## config.mk

```make
export PLATFORM = sky130hd
export DESIGN_NAME = dmr_mode_ctrl
export DESIGN_NICKNAME = d
export VERILOG_FILES = /design/src/verilog/dmr_pkg.sv /design/src/verilog/dmr_cfg_if.sv /design/src/verilog/dmr_dpcd_shadow.sv /design/src/verilog/dmr_hpd_timer.sv /design/src/verilog/dmr_mode_ctrl.sv
export SDC_FILE = /design/constraint.sdc
export NUM_CORES = 1
export LEC_CHECK = 0
export ABC_AREA = 1
export BUFFER_PORTS_ARGS = -buffer_cell sky130_fd_sc_hd__buf_2
export CAP_MARGIN = 20
export CORE_MARGIN = 1
export CORE_UTILIZATION = 40
export CTS_BUF_LIST = sky130_fd_sc_hd__clkbuf_4 sky130_fd_sc_hd__clkbuf_8
export DETAILED_ROUTE_END_ITERATION = 7
export GPL_TIMING_DRIVEN = 0
export PLACE_DENSITY = 0.65
export SYNTH_ARGS = -nofsm -noshare
export SYNTH_HDL_FRONTEND = slang
export SYNTH_SLANG_ARGS = --single-unit
```

## constraint.sdc

```tcl
create_clock -name aclk -period 2.7 [get_ports aclk]
set_clock_uncertainty 0.05 [all_clocks]
set_input_delay 0.675 -clock aclk [delete_from_list [all_inputs] [get_ports aclk]]
set_output_delay 0.675 -clock aclk [all_outputs]
set_load 0.05 [all_outputs]
```

## src/verilog/dmr_pkg.sv

```systemverilog
// package: constants and types for the repeater mode controller
`default_nettype none
package dmr_pkg;
   // register bus
   localparam int DMR_AXI_AW = 8;
   localparam logic [7:0] DMR_OFF_CTRL = 8'h00;
   localparam logic [7:0] DMR_OFF_STAT = 8'h04;
   localparam logic [1:0] DMR_RESP_OKAY = 2'h0;
   localparam logic [1:0] DMR_RESP_SLVERR = 2'h2;
   localparam logic [31:0] DMR_CTRL_RST = 32'h0000_0000;
   localparam int DMR_CTRL_HOLD_BIT = 0;
   // status field positions
   localparam int DMR_ST_MODE_LSB = 0;
   localparam int DMR_ST_OUTDIS_BIT = 2;
   localparam int DMR_ST_TMDS_BIT = 3;
   localparam int DMR_ST_TRAINED_BIT = 4;
   localparam int DMR_ST_HPD_BIT = 5;
   localparam int DMR_ST_LANES_LSB = 8;
   localparam int DMR_ST_SWING_LSB = 12;
   localparam int DMR_ST_PRE_LSB = 14;
   localparam int DMR_ST_EQ_LSB = 16;
   // snooped link configuration registers
   localparam logic [19:0] DMR_DPCD_LANE_CNT = 20'h0_0101;
   localparam logic [19:0] DMR_DPCD_LANE_SET = 20'h0_0103;
   localparam logic [19:0] DMR_DPCD_POWER = 20'h0_0600;
   localparam logic [7:0] DMR_PWR_D0 = 8'h01;
   localparam logic [7:0] DMR_PWR_D3 = 8'h02;
   localparam logic [4:0] DMR_LANE_CNT_RST = 5'h00;
   localparam logic [7:0] DMR_LANE_SET_RST = 8'h00;
   localparam logic [4:0] DMR_CNT_1 = 5'h01;
   localparam logic [4:0] DMR_CNT_2 = 5'h02;
   localparam logic [4:0] DMR_CNT_4 = 5'h04;
   localparam logic [3:0] DMR_MASK_NONE = 4'h0;
   localparam logic [3:0] DMR_MASK_1 = 4'h1;
   localparam logic [3:0] DMR_MASK_2 = 4'h3;
   localparam logic [3:0] DMR_MASK_4 = 4'hF;
   localparam int DMR_SET_SWING_LSB = 0;
   localparam int DMR_SET_PRE_LSB = 3;
   localparam logic [2:0] DMR_LVL_SUM_MAX = 3'h3;
   localparam logic [1:0] DMR_TMDS_SWING = 2'h1;
   // timing
   localparam int DMR_CLK_PERIOD_NS = 10;
   localparam int DMR_EXIT_MAX_NS = 1800;
   localparam int DMR_EXIT_CYC = (DMR_EXIT_MAX_NS / DMR_CLK_PERIOD_NS < 1) ? 1 :
      DMR_EXIT_MAX_NS / DMR_CLK_PERIOD_NS;
   localparam int DMR_HPD_TIMEOUT_DEF = 200000;
   localparam int DMR_HPD_CNT_W = 24;
   typedef enum logic [1:0] {DMR_SHUT, DMR_STBY, DMR_ACT, DMR_D3} dmr_mode_e;
endpackage : dmr_pkg
`default_nettype wire
```

## src/verilog/dmr_cfg_if.sv

```systemverilog
// interface: local configuration copy handed to the mode controller
`default_nettype none
interface dmr_cfg_if;
   logic [4:0] lane_cnt;
   logic [7:0] lane_set;
   logic cfg_bad;
   logic trained;
   logic d3_enter;
   logic d3_exit;
   modport shadow (output lane_cnt, lane_set, cfg_bad, trained, d3_enter, d3_exit);
   modport ctrl (input lane_cnt, lane_set, cfg_bad, trained, d3_enter, d3_exit);
endinterface : dmr_cfg_if
`default_nettype wire

```

## src/verilog/dmr_dpcd_shadow.sv

```systemverilog
// module: local copy of snooped link configuration writes
`default_nettype none
module dmr_dpcd_shadow (
   input wire logic aclk,
   input wire logic aresetn,
   input wire logic ce,
   input wire logic clear,
   input wire logic wr_en,
   input wire logic [19:0] wr_addr,
   input wire logic [7:0] wr_data,
   dmr_cfg_if.shadow cfg
);
   import dmr_pkg::*;
   logic [4:0] lane_cnt_r;
   logic [7:0] lane_set_r;
   logic bad_cnt_r;
   logic bad_set_r;
   logic wr_cnt;
   logic wr_set;

   function automatic logic cnt_ok(input logic [4:0] c);
      cnt_ok = (c == DMR_CNT_1) || (c == DMR_CNT_2) || (c == DMR_CNT_4);
   endfunction : cnt_ok

   function automatic logic set_ok(input logic [7:0] s);
      set_ok = ({1'b0, s[DMR_SET_SWING_LSB +: 2]} + {1'b0, s[DMR_SET_PRE_LSB +: 2]}) <= DMR_LVL_SUM_MAX;
   endfunction : set_ok

   assign wr_cnt = ce && wr_en && (wr_addr == DMR_DPCD_LANE_CNT);
   assign wr_set = ce && wr_en && (wr_addr == DMR_DPCD_LANE_SET);

   always_ff @(posedge aclk)
   begin
      if (!aresetn || (ce && clear))
      begin
         lane_cnt_r <= DMR_LANE_CNT_RST;
         bad_cnt_r <= 1'b0;
      end
      else if (wr_cnt)
      begin
         lane_cnt_r <= wr_data[4:0];
         bad_cnt_r <= !cnt_ok(wr_data[4:0]);
      end
   end

   always_ff @(posedge aclk)
   begin
      if (!aresetn || (ce && clear))
      begin
         lane_set_r <= DMR_LANE_SET_RST;
         bad_set_r <= 1'b0;
      end
      else if (wr_set)
      begin
         lane_set_r <= wr_data;
         bad_set_r <= !set_ok(wr_data);
      end
   end

   assign cfg.lane_cnt = lane_cnt_r;
   assign cfg.lane_set = lane_set_r;
   assign cfg.cfg_bad = bad_cnt_r || bad_set_r;
   // trained once a valid count is held
   assign cfg.trained = cnt_ok(lane_cnt_r) && !bad_cnt_r;
   assign cfg.d3_enter = ce && wr_en && !clear && (wr_addr == DMR_DPCD_POWER) && (wr_data == DMR_PWR_D3);
   assign cfg.d3_exit = ce && wr_en && !clear && (wr_addr == DMR_DPCD_POWER) && (wr_data == DMR_PWR_D0);

   AST_SHADOW_WR: assert property (@(posedge aclk) disable iff (!aresetn)
      wr_cnt && !clear |=> lane_cnt_r == $past(wr_data[4:0]))
      else $error("snooped lane count write not copied");
   AST_BAD_CNT: assert property (@(posedge aclk) disable iff (!aresetn)
      wr_cnt && !clear && !cnt_ok(wr_data[4:0]) |=> cfg.cfg_bad)
      else $error("invalid lane count not flagged");
endmodule : dmr_dpcd_shadow
`default_nettype wire

```

## src/verilog/dmr_hpd_timer.sv

```systemverilog
// module: sink hot plug low-duration timer and interrupt pulse detector
`default_nettype none
module dmr_hpd_timer #(
   parameter int TIMEOUT_CYC = dmr_pkg::DMR_HPD_TIMEOUT_DEF
) (
   input wire logic aclk,
   input wire logic aresetn,
   input wire logic ce,
   input wire logic hpd,
   output logic lost,
   output logic irq,
   output logic rise
);
   import dmr_pkg::*;
   localparam logic [DMR_HPD_CNT_W-1:0] TO_W = DMR_HPD_CNT_W'(TIMEOUT_CYC);
   logic [DMR_HPD_CNT_W-1:0] low_cnt_r;
   logic hpd_d_r;
   logic irq_r;

   always_ff @(posedge aclk)
   begin
      if (!aresetn)
         low_cnt_r <= '0;
      else if (ce)
      begin
         if (hpd)
            low_cnt_r <= '0;
         else if (low_cnt_r != TO_W)
            low_cnt_r <= low_cnt_r + 1'b1;
      end
   end

   always_ff @(posedge aclk)
   begin
      if (!aresetn)
         hpd_d_r <= 1'b0;
      else if (ce)
         hpd_d_r <= hpd;
   end

   always_ff @(posedge aclk)
   begin
      if (!aresetn)
         irq_r <= 1'b0;
      else if (ce)
         irq_r <= hpd && (low_cnt_r != '0) && (low_cnt_r != TO_W);
   end

   assign lost = (low_cnt_r == TO_W);
   assign irq = irq_r;
   assign rise = ce && hpd && !hpd_d_r;

   AST_IRQ_SHORT: assert property (@(posedge aclk) disable iff (!aresetn)
      ce && hpd && !lost && (low_cnt_r != '0) |=> irq)
      else $error("short hot plug low gave no interrupt");
   AST_LOST_LOW: assert property (@(posedge aclk) disable iff (!aresetn)
      lost && $past(ce) |-> !$past(hpd) && (low_cnt_r == TO_W))
      else $error("hot plug loss without a full low period");
endmodule : dmr_hpd_timer
`default_nettype wire

```

## src/verilog/dmr_mode_ctrl.sv

```systemverilog
// module: repeater mode sequencer, detect pass-through and register slave
// Function
// - Low-power input low: shutdown, main outputs off and grounded, inputs ignored.
// - In shutdown the source hot plug output follows sink hot plug; rest idle.
// - Shutdown holds local configuration copies reset to defaults.
// - Adapter detect to source is sink adapter detect, inverted when selected.
// - Hot plug to source is sink hot plug, inverted when selected.
// - Low-power input rising moves shutdown to standby and starts AUX listening.
// - Standby: main link off, AUX monitoring on.
// - Standby to active when sink hot plug goes high.
// - Active to standby when hot plug stays low past the timeout.
// - Short hot plug low keeps active mode and counts as sink interrupt.
// - Snooped D3 entry while active disables main link, AUX stays on.
// - D3 to active on D3 exit command or hot plug rising.
// - D3 to standby when hot plug stays low past the timeout.
// - Active mode is TMDS when sink adapter detect high, else DP.
// - TMDS mode uses fixed swing and ignores AUX traffic.
// - DP mode takes swing, equalization, lane count from observed training.
// - Four swing and four pre-emphasis levels chosen from training.
// - In DP mode main outputs stay off until training writes enabling values; TMDS mode enables all four lanes.
// - Every snooped configuration write outside shutdown, while sink adapter detect is low, updates the local copy.
// - Invalid lane count or lane setting write forces output disable.
// - Output disable ends once all local copies hold valid entries.
// - Low-power input low from active or standby enters shutdown.
// - Exit from D3 or standby to active within the maximum exit time.
`default_nettype none
module dmr_mode_ctrl #(
   parameter int HPD_TIMEOUT_CYC = dmr_pkg::DMR_HPD_TIMEOUT_DEF
) (
   input wire logic aclk,
   input wire logic aresetn,
   input wire logic ce,
   input wire logic low_power_n,
   input wire logic hotplug_from_sink,
   input wire logic hotplug_invert_sel,
   input wire logic adapter_detect_from_sink,
   input wire logic adapter_invert_sel,
   output logic hotplug_to_source,
   output logic adapter_detect_to_source,
   output logic adapter_detect_oe,
   output logic [3:0] main_link_out_en,
   output logic main_link_in_en,
   output logic main_link_pulldown,
   output logic [1:0] swing_lvl,
   output logic [1:0] preemph_lvl,
   output logic [1:0] eq_lvl,
   output logic tmds_mode,
   output logic aux_listen_en,
   output logic sink_irq,
   input wire logic aux_snoop_valid,
   input wire logic [19:0] aux_snoop_addr,
   input wire logic [7:0] aux_snoop_data,
   input wire logic [dmr_pkg::DMR_AXI_AW-1:0] s_axi_awaddr,
   input wire logic s_axi_awvalid,
   output logic s_axi_awready,
   input wire logic [31:0] s_axi_wdata,
   input wire logic [3:0] s_axi_wstrb,
   input wire logic s_axi_wvalid,
   output logic s_axi_wready,
   output logic [1:0] s_axi_bresp,
   output logic s_axi_bvalid,
   input wire logic s_axi_bready,
   input wire logic [dmr_pkg::DMR_AXI_AW-1:0] s_axi_araddr,
   input wire logic s_axi_arvalid,
   output logic s_axi_arready,
   output logic [31:0] s_axi_rdata,
   output logic [1:0] s_axi_rresp,
   output logic s_axi_rvalid,
   input wire logic s_axi_rready
);
   import dmr_pkg::*;

   dmr_mode_e mode_r;
   dmr_mode_e mode_nxt;
   logic hotplug_to_source_r;
   logic adapter_detect_to_source_r;
   logic [1:0] swing_r;
   logic [1:0] pre_r;
   logic [1:0] eq_r;
   logic [31:0] ctrl_r;
   logic hpd_lost;
   logic hpd_irq;
   logic hpd_rise;
   logic in_shut;
   logic is_tmds;
   logic link_on;
   logic [3:0] lane_mask;
   logic [DMR_AXI_AW-1:0] awaddr_r;
   logic aw_held_r;
   logic [31:0] wdata_r;
   logic [3:0] wstrb_r;
   logic w_held_r;
   logic bvalid_r;
   logic [1:0] bresp_r;
   logic rvalid_r;
   logic [1:0] rresp_r;
   logic [31:0] rdata_r;
   logic [31:0] stat;
   logic wr_go;

   dmr_cfg_if cfg ();

   assign in_shut = (mode_r == DMR_SHUT);
   assign is_tmds = adapter_detect_from_sink;

   dmr_hpd_timer #(
      .TIMEOUT_CYC(HPD_TIMEOUT_CYC)
   ) u_timer (
      .aclk(aclk),
      .aresetn(aresetn),
      .ce(ce),
      .hpd(hotplug_from_sink),
      .lost(hpd_lost),
      .irq(hpd_irq),
      .rise(hpd_rise)
   );

   dmr_dpcd_shadow u_shadow (
      .aclk(aclk),
      .aresetn(aresetn),
      .ce(ce),
      .clear(!low_power_n),
      .wr_en(aux_snoop_valid && !in_shut && !is_tmds),
      .wr_addr(aux_snoop_addr),
      .wr_data(aux_snoop_data),
      .cfg(cfg)
   );

   // mode sequencing
   always_comb
   begin
      mode_nxt = mode_r;
      unique case (mode_r)
         DMR_SHUT:
            if (low_power_n)
               mode_nxt = DMR_STBY;
         DMR_STBY:
            if (hotplug_from_sink)
               mode_nxt = DMR_ACT;
         DMR_ACT:
            if (hpd_lost)
               mode_nxt = DMR_STBY;
            else if (cfg.d3_enter)
               mode_nxt = DMR_D3;
         DMR_D3:
            if (hpd_lost)
               mode_nxt = DMR_STBY;
            else if (cfg.d3_exit || hpd_rise)
               mode_nxt = DMR_ACT;
      endcase
      if (!low_power_n)
         mode_nxt = DMR_SHUT;
   end

   always_ff @(posedge aclk)
   begin
      if (!aresetn)
         mode_r <= DMR_SHUT;
      else if (ce)
         mode_r <= mode_nxt;
   end

   always_ff @(posedge aclk)
   begin
      if (!aresetn)
         hotplug_to_source_r <= 1'b0;
      else if (ce)
         hotplug_to_source_r <= hotplug_from_sink ^ hotplug_invert_sel;
   end

   always_ff @(posedge aclk)
   begin
      if (!aresetn)
         adapter_detect_to_source_r <= 1'b0;
      else if (ce)
         adapter_detect_to_source_r <= adapter_detect_from_sink ^ adapter_invert_sel;
   end

   always_ff @(posedge aclk)
   begin
      if (!aresetn)
      begin
         swing_r <= 2'h0;
         pre_r <= 2'h0;
         eq_r <= 2'h0;
      end
      else if (ce)
      begin
         if (is_tmds)
         begin
            swing_r <= DMR_TMDS_SWING;
            pre_r <= 2'h0;
            eq_r <= 2'h0;
         end
         else
         begin
            swing_r <= cfg.lane_set[DMR_SET_SWING_LSB +: 2];
            pre_r <= cfg.lane_set[DMR_SET_PRE_LSB +: 2];
            eq_r <= cfg.lane_set[DMR_SET_PRE_LSB +: 2];
         end
      end
   end

   always_comb
   begin
      unique case (cfg.lane_cnt)
         DMR_CNT_1: lane_mask = DMR_MASK_1;
         DMR_CNT_2: lane_mask = DMR_MASK_2;
         DMR_CNT_4: lane_mask = DMR_MASK_4;
         default: lane_mask = DMR_MASK_NONE;
      endcase
   end

   assign link_on = (mode_r == DMR_ACT) && !cfg.cfg_bad && !ctrl_r[DMR_CTRL_HOLD_BIT];
   assign main_link_out_en = !link_on ? DMR_MASK_NONE : (is_tmds ? DMR_MASK_4 : lane_mask);
   assign main_link_in_en = (mode_r == DMR_ACT);
   assign main_link_pulldown = in_shut;
   assign aux_listen_en = !in_shut;
   assign tmds_mode = (mode_r == DMR_ACT) && is_tmds;
   assign hotplug_to_source = hotplug_to_source_r;
   assign adapter_detect_to_source = adapter_detect_to_source_r;
   assign adapter_detect_oe = !in_shut;
   assign swing_lvl = swing_r;
   assign preemph_lvl = pre_r;
   assign eq_lvl = eq_r;
   assign sink_irq = hpd_irq && (mode_r == DMR_ACT);

   // register bus write path
   assign s_axi_awready = !aw_held_r;
   assign s_axi_wready = !w_held_r;
   assign wr_go = aw_held_r && w_held_r && !bvalid_r;

   always_ff @(posedge aclk)
   begin
      if (!aresetn)
      begin
         aw_held_r <= 1'b0;
         awaddr_r <= '0;
      end
      else if (ce)
      begin
         if (s_axi_awvalid && !aw_held_r)
         begin
            aw_held_r <= 1'b1;
            awaddr_r <= s_axi_awaddr;
         end
         else if (wr_go)
            aw_held_r <= 1'b0;
      end
   end

   always_ff @(posedge aclk)
   begin
      if (!aresetn)
      begin
         w_held_r <= 1'b0;
         wdata_r <= '0;
         wstrb_r <= '0;
      end
      else if (ce)
      begin
         if (s_axi_wvalid && !w_held_r)
         begin
            w_held_r <= 1'b1;
            wdata_r <= s_axi_wdata;
            wstrb_r <= s_axi_wstrb;
         end
         else if (wr_go)
            w_held_r <= 1'b0;
      end
   end

   always_ff @(posedge aclk)
   begin
      if (!aresetn)
         ctrl_r <= DMR_CTRL_RST;
      else if (ce && wr_go && (awaddr_r == DMR_OFF_CTRL))
      begin
         for (int i = 0; i < 4; i++)
            if (wstrb_r[i])
               ctrl_r[i*8 +: 8] <= wdata_r[i*8 +: 8];
      end
   end

   always_ff @(posedge aclk)
   begin
      if (!aresetn)
      begin
         bvalid_r <= 1'b0;
         bresp_r <= DMR_RESP_OKAY;
      end
      else if (ce)
      begin
         if (wr_go)
         begin
            bvalid_r <= 1'b1;
            bresp_r <= (awaddr_r == DMR_OFF_CTRL) ? DMR_RESP_OKAY : DMR_RESP_SLVERR;
         end
         else if (s_axi_bready)
            bvalid_r <= 1'b0;
      end
   end

   assign s_axi_bvalid = bvalid_r;
   assign s_axi_bresp = bresp_r;

   // status word
   always_comb
   begin
      stat = '0;
      stat[DMR_ST_MODE_LSB +: 2] = mode_r;
      stat[DMR_ST_OUTDIS_BIT] = cfg.cfg_bad;
      stat[DMR_ST_TMDS_BIT] = tmds_mode;
      stat[DMR_ST_TRAINED_BIT] = cfg.trained;
      stat[DMR_ST_HPD_BIT] = hotplug_from_sink;
      stat[DMR_ST_LANES_LSB +: 4] = main_link_out_en;
      stat[DMR_ST_SWING_LSB +: 2] = swing_r;
      stat[DMR_ST_PRE_LSB +: 2] = pre_r;
      stat[DMR_ST_EQ_LSB +: 2] = eq_r;
   end

   // register bus read path
   assign s_axi_arready = !rvalid_r;

   always_ff @(posedge aclk)
   begin
      if (!aresetn)
      begin
         rvalid_r <= 1'b0;
         rdata_r <= '0;
         rresp_r <= DMR_RESP_OKAY;
      end
      else if (ce)
      begin
         if (s_axi_arvalid && !rvalid_r)
         begin
            rvalid_r <= 1'b1;
            rresp_r <= DMR_RESP_OKAY;
            if (s_axi_araddr == DMR_OFF_CTRL)
               rdata_r <= ctrl_r;
            else if (s_axi_araddr == DMR_OFF_STAT)
               rdata_r <= stat;
            else
            begin
               rdata_r <= '0;
               rresp_r <= DMR_RESP_SLVERR;
            end
         end
         else if (s_axi_rready)
            rvalid_r <= 1'b0;
      end
   end

   assign s_axi_rvalid = rvalid_r;
   assign s_axi_rdata = rdata_r;
   assign s_axi_rresp = rresp_r;

   localparam int AST_EXIT_MAX = DMR_EXIT_CYC;

   AST_SHUT_LINK: assert property (@(posedge aclk) disable iff (!aresetn)
      ce && !low_power_n |=> in_shut && main_link_pulldown && (main_link_out_en == 4'h0) && !main_link_in_en)
      else $error("low-power low did not shut the main link");
   AST_SHUT_IO: assert property (@(posedge aclk) disable iff (!aresetn)
      in_shut |-> !adapter_detect_oe && !aux_listen_en && !sink_irq)
      else $error("outputs active in shutdown");
   AST_HPD_PASS: assert property (@(posedge aclk) disable iff (!aresetn)
      ce |=> hotplug_to_source == ($past(hotplug_from_sink) ^ $past(hotplug_invert_sel)))
      else $error("hot plug to source wrong polarity");
   AST_CAD_PASS: assert property (@(posedge aclk) disable iff (!aresetn)
      ce |=> adapter_detect_to_source == ($past(adapter_detect_from_sink) ^ $past(adapter_invert_sel)))
      else $error("adapter detect to source wrong polarity");
   AST_SHADOW_CLR: assert property (@(posedge aclk) disable iff (!aresetn)
      ce && !low_power_n |=> (cfg.lane_cnt == DMR_LANE_CNT_RST) && (cfg.lane_set == DMR_LANE_SET_RST))
      else $error("local copies not reset in shutdown");
   AST_WAKE: assert property (@(posedge aclk) disable iff (!aresetn)
      ce && in_shut && low_power_n |=> (mode_r == DMR_STBY) && aux_listen_en && (main_link_out_en == 4'h0))
      else $error("no standby after low-power release");
   AST_STBY_ACT: assert property (@(posedge aclk) disable iff (!aresetn)
      ce && (mode_r == DMR_STBY) && low_power_n && hotplug_from_sink |=> mode_r == DMR_ACT)
      else $error("standby ignored hot plug");
   AST_LOST: assert property (@(posedge aclk) disable iff (!aresetn)
      ce && low_power_n && hpd_lost && ((mode_r == DMR_ACT) || (mode_r == DMR_D3)) |=> mode_r == DMR_STBY)
      else $error("hot plug loss did not return to standby");
   AST_D3_IN: assert property (@(posedge aclk) disable iff (!aresetn)
      (mode_r == DMR_ACT) && low_power_n && !hpd_lost && cfg.d3_enter |=> (mode_r == DMR_D3) && !main_link_in_en)
      else $error("D3 entry not taken");
   AST_D3_OUT: assert property (@(posedge aclk) disable iff (!aresetn)
      (mode_r == DMR_D3) && low_power_n && !hpd_lost && (cfg.d3_exit || hpd_rise) |=> mode_r == DMR_ACT)
      else $error("D3 exit not taken");
   AST_OUTDIS: assert property (@(posedge aclk) disable iff (!aresetn)
      cfg.cfg_bad |-> main_link_out_en == 4'h0)
      else $error("outputs on with an invalid entry");
   AST_TMDS: assert property (@(posedge aclk) disable iff (!aresetn)
      ce && is_tmds |=> swing_lvl == DMR_TMDS_SWING)
      else $error("TMDS swing not fixed");
   AST_EXIT_TIME: assert property (@(posedge aclk) disable iff (!aresetn)
      (mode_r == DMR_STBY) && ce && low_power_n && hotplug_from_sink |-> ##[1:AST_EXIT_MAX] (mode_r == DMR_ACT))
      else $error("exit to active too slow");
   COV_ACTIVE_DP: cover property (@(posedge aclk) disable iff (!aresetn)
      (mode_r == DMR_ACT) && !is_tmds && (main_link_out_en == DMR_MASK_4));
   COV_D3_RETURN: cover property (@(posedge aclk) disable iff (!aresetn)
      (mode_r == DMR_D3) ##1 (mode_r == DMR_ACT));
   COV_SINK_IRQ: cover property (@(posedge aclk) disable iff (!aresetn) sink_irq);
   COV_OUTDIS: cover property (@(posedge aclk) disable iff (!aresetn) (mode_r == DMR_ACT) && cfg.cfg_bad);
endmodule : dmr_mode_ctrl
`default_nettype wire

```

==> key figures <==
Outcome
  – Run status: completed

Global route
  – Largest net degree at the start of global routing: 17
  – Tot GR Track Use: a little under a quarter
  – Grt total ovfl: 0
  – First-pass GRT wire length: 32,600 um
  – Number of global-route vias before repair: between 6,000 and 7,000
  – Initial antenna violation count: 0

Pwr
  – P_leak: around 3.7 nW
  – Pwr/cell area: roughly 580 nW/um^2
  – Total power: slightly below 5 mW
  – Worst vdd ir: 0.380 mV

Synthesis
  – Mapped Cells: roughly 1,000
  – YS warnings: 0
  – Mapped cell area: between 7000 and 8000 sq um
  – Synth Flop Type: dfxtp_1
  – Syn Area/Cell: just over 7 sq um
  – Ranking of synthesized cells by area: dfxtp_1 44%, a21oi_1 9.0%, nand2_1 8.6%, o21ai_0 8.1%, nor2_1 7.8%
  – FF+latch count, synth: between 150 and 200
  – Post-synth EDFFs: 0
  – Cell variety after synth: 40
  – Leading area contributor after synthesis: dfxtp_1
  – Sequential share of the synthesized area: 44.5%
  – Top cell type's share of synthesized area: 44.5%
  – Post-synth ARST share: 0%

Routing
  – Antenna-violating nets left: 0
  – DR pass1 iterations: 5
  – Detailed Route WL: 20,100 um
  – DR vias: roughly 7,000
  – Vias/cell: roughly 4.9
  – DRC viols: 0
  – Drt initial violations: 453
  – Routed WL per cell: roughly 14 um

Min path
  – Hold Crit Depth: 2
  – HP Start: u_shadow.cfg.lane_set[0]
  – Hold Path Class: reg2reg
  – Hold endpoint: swing_lvl[0]

Critical path
  – Critical Path RT: about 2.0 ns
  – Setup crit end kind: output pin
  – CP arrival: between 1.5 and 2 ns
  – R2R setup slack: about 0.76 ns
  – Crit Path Max Fanout: 4
  – Critical path class: reg2out
  – R2R depth: 8
  – R2r endpoint: u_timer.low_cnt_r[12]
  – Critical path startpoint category: register
  – RR Startpoint: u_timer.low_cnt_r[0]

Timing
  – Max Freq: approximately 380 MHz
  – Final hold violation count: 0
  – Final Critical Period: about 2.6 ns
  – Endpoints failing setup: 0
  – Fin Hold WS: between 0.4 and 0.5 ns
  – Worst Tran Pin Value: just under 0.7 ns
  – RSZ-0062 raised after global routing: false
  – Max-slew violation count: 0
  – Worst slew margin: a little over half
  – Tcrit/Tclk final: a little over nine tenths
  – Worst setup margin: 0.0847 ns

Place
  – GPL Wtd Cong: about 0.91
  – Port Buffers: 149
  – Setup WS pre-CTS: between 0.2 and 0.3 ns
  – Placed cell area: between 8000 and 9000 sq um
  – Dpl hpwl: 15,200 um

Cells and area
  – Antenna diodes: 0
  – Commonest non-fill, non-tap cell in the layout: nand2_1
  – Post-route cell area: 8610 sq um
  – NumNets Final: 1,282
  – Share of post-route cells with drive strength above 1: 19.6%
  – Layout overhead on the synthesized area: 20.4%
  – Commonest non-fill, non-tap cells in the layout: 163 x nand2_1, 158 x buf_2, 158 x dfxtp_1
  – Util after Layout: roughly half

Floorplanning
  – Row count: 48
  – Core area: ~17,000 sq um
  – Ports: about 150
  – Initial Util: 41.2%
  – Die ar.: approximately 18,000 sq um
  – Die Height: approximately 140 um
  – Die Wd: roughly 140 um

Clock network
  – Worst-path clk slew: roughly 0.080 ns
  – Hold_buf cts: 0
  – Clock Tree Buf Depth: 2
  – CTS H-tree depth: 4
  – Clock Sinks: 159
  – Clock Tree Root: clkbuf_8
  – Clock buffer count from CTS: 17
  – Worst-Skew Late Latency: between 0.4 and 0.5 ns
  – TritonCTS clock tree: done

Run
  – Max Cap Viol: 0
[what timing repair did]
item	in CTS	in global routing
gates resized for setup	2	3
setup endpoints to repair	2	4
setup buffers	0	0
cloned	0	0
endpoints found under the hold margin	0	0
[worst max-delay path by stage]
stage | start | end | slack [ns] | cells after the start
floorplan | mode_r[1] | main_link_out_en[3] | -0.04 | 7
finish | mode_r[1] | main_link_out_en[1] | 0.08 | 7
global placement | ce | wdata_r[29] | 0.28 | 6
global route | mode_r[1] | main_link_out_en[3] | 0.004 | 8
detailed placement | ce | wdata_r[28] | 0.29 | 6
CTS | mode_r[1] | main_link_out_en[0] | 0.0008 | 7
[per-stage QoR]
step	setup TNS [ns]	cells
2_1_floorplan	-0.0876	1016
3_3_place_gp	0	1390
3_5_place_dp	0	1390
4_1_cts	0	1422
5_1_grt	0	1422
6_report	0	1422
[power breakdown]
group          switching (mW)  leakage, nW  total, mW  internal [mW]
Clock                   0.913        0.199       1.80          0.885
Combinational           0.491         2.24      0.688          0.197
Sequential             0.0414         1.30       2.47           2.43
Total                    1.45         3.74       4.96           3.51
[critical path, stage by stage, from the launching register on]
cell     delay [ns]
dfxtp_2        0.36
inv_1          0.10
nor2_2         0.11
inv_1          0.09
nor2_1         0.09
nand2_1        0.12
a21oi_1        0.30
buf_4          0.27
[final cells by class]
type	count	area (sq um)
fill	1754	8740
multi-input combinational	677	3250
sequential	159	3180
timing repair buffer	149	753
inverter	131	494
tap	225	282
clock buffer	20	269
buffer	49	248
clock inverter	12	136
[metal layers]
layer  wire, um  vias to the layer above  global-route usage, %
li1           -                     3599                      -
met1       9440                     3162                   30.2
met2       9290                      185                   37.2
met3       1050                       30                   4.79
met4        370                        0                   6.87
met5          0                        -                      0
[synth_stat cells (3+ instances only)]
| cell | number |
|---|---|
| buf_4 | 7 |
| xnor2_1 | 3 |
| o21ai_0 | 116 |
| clkbuf_1 | 26 |
| ha_1 | 3 |
| o211ai_1 | 5 |
| dfxtp_1 | 159 |
| inv_1 | 127 |
| nand3_1 | 34 |
| nand2_1 | 163 |
| nor2_4 | 6 |
| xor2_1 | 6 |
| nor2_1 | 148 |
| buf_2 | 12 |
| a21oi_1 | 128 |
| buf_6 | 3 |
| nor3_1 | 20 |
| nand4_1 | 13 |
| a21oi_2 | 4 |
| nand2_2 | 4 |
| nor2_2 | 4 |
[cells by family after synthesis]
kind of cell               Yosys count  synth area share (%)
and+or+nand+nor                    405                  24.7
AOI/OAI and AO/OA                  257                  18.5
buffers and inverters              180                  10.4
DFF                                159                  44.5
xor gates and xnor gates             9                  1.10
adders and majority gates            4                 0.805
other                                1                0.0524
[flip-flops by register name, indices dropped and copies added (netlist names), 2 cells and up]
register,cells
awaddr_r,8
ctrl_r,32
eq_lvl,2
mode_r,2
s_axi_rdata,32
swing_lvl,2
u_shadow.cfg.lane_cnt,5
u_shadow.cfg.lane_set,4
u_timer.low_cnt_r,24
wdata_r,32
wstrb_r,4
No activity file was read; power rests on OpenSTA's default activity.
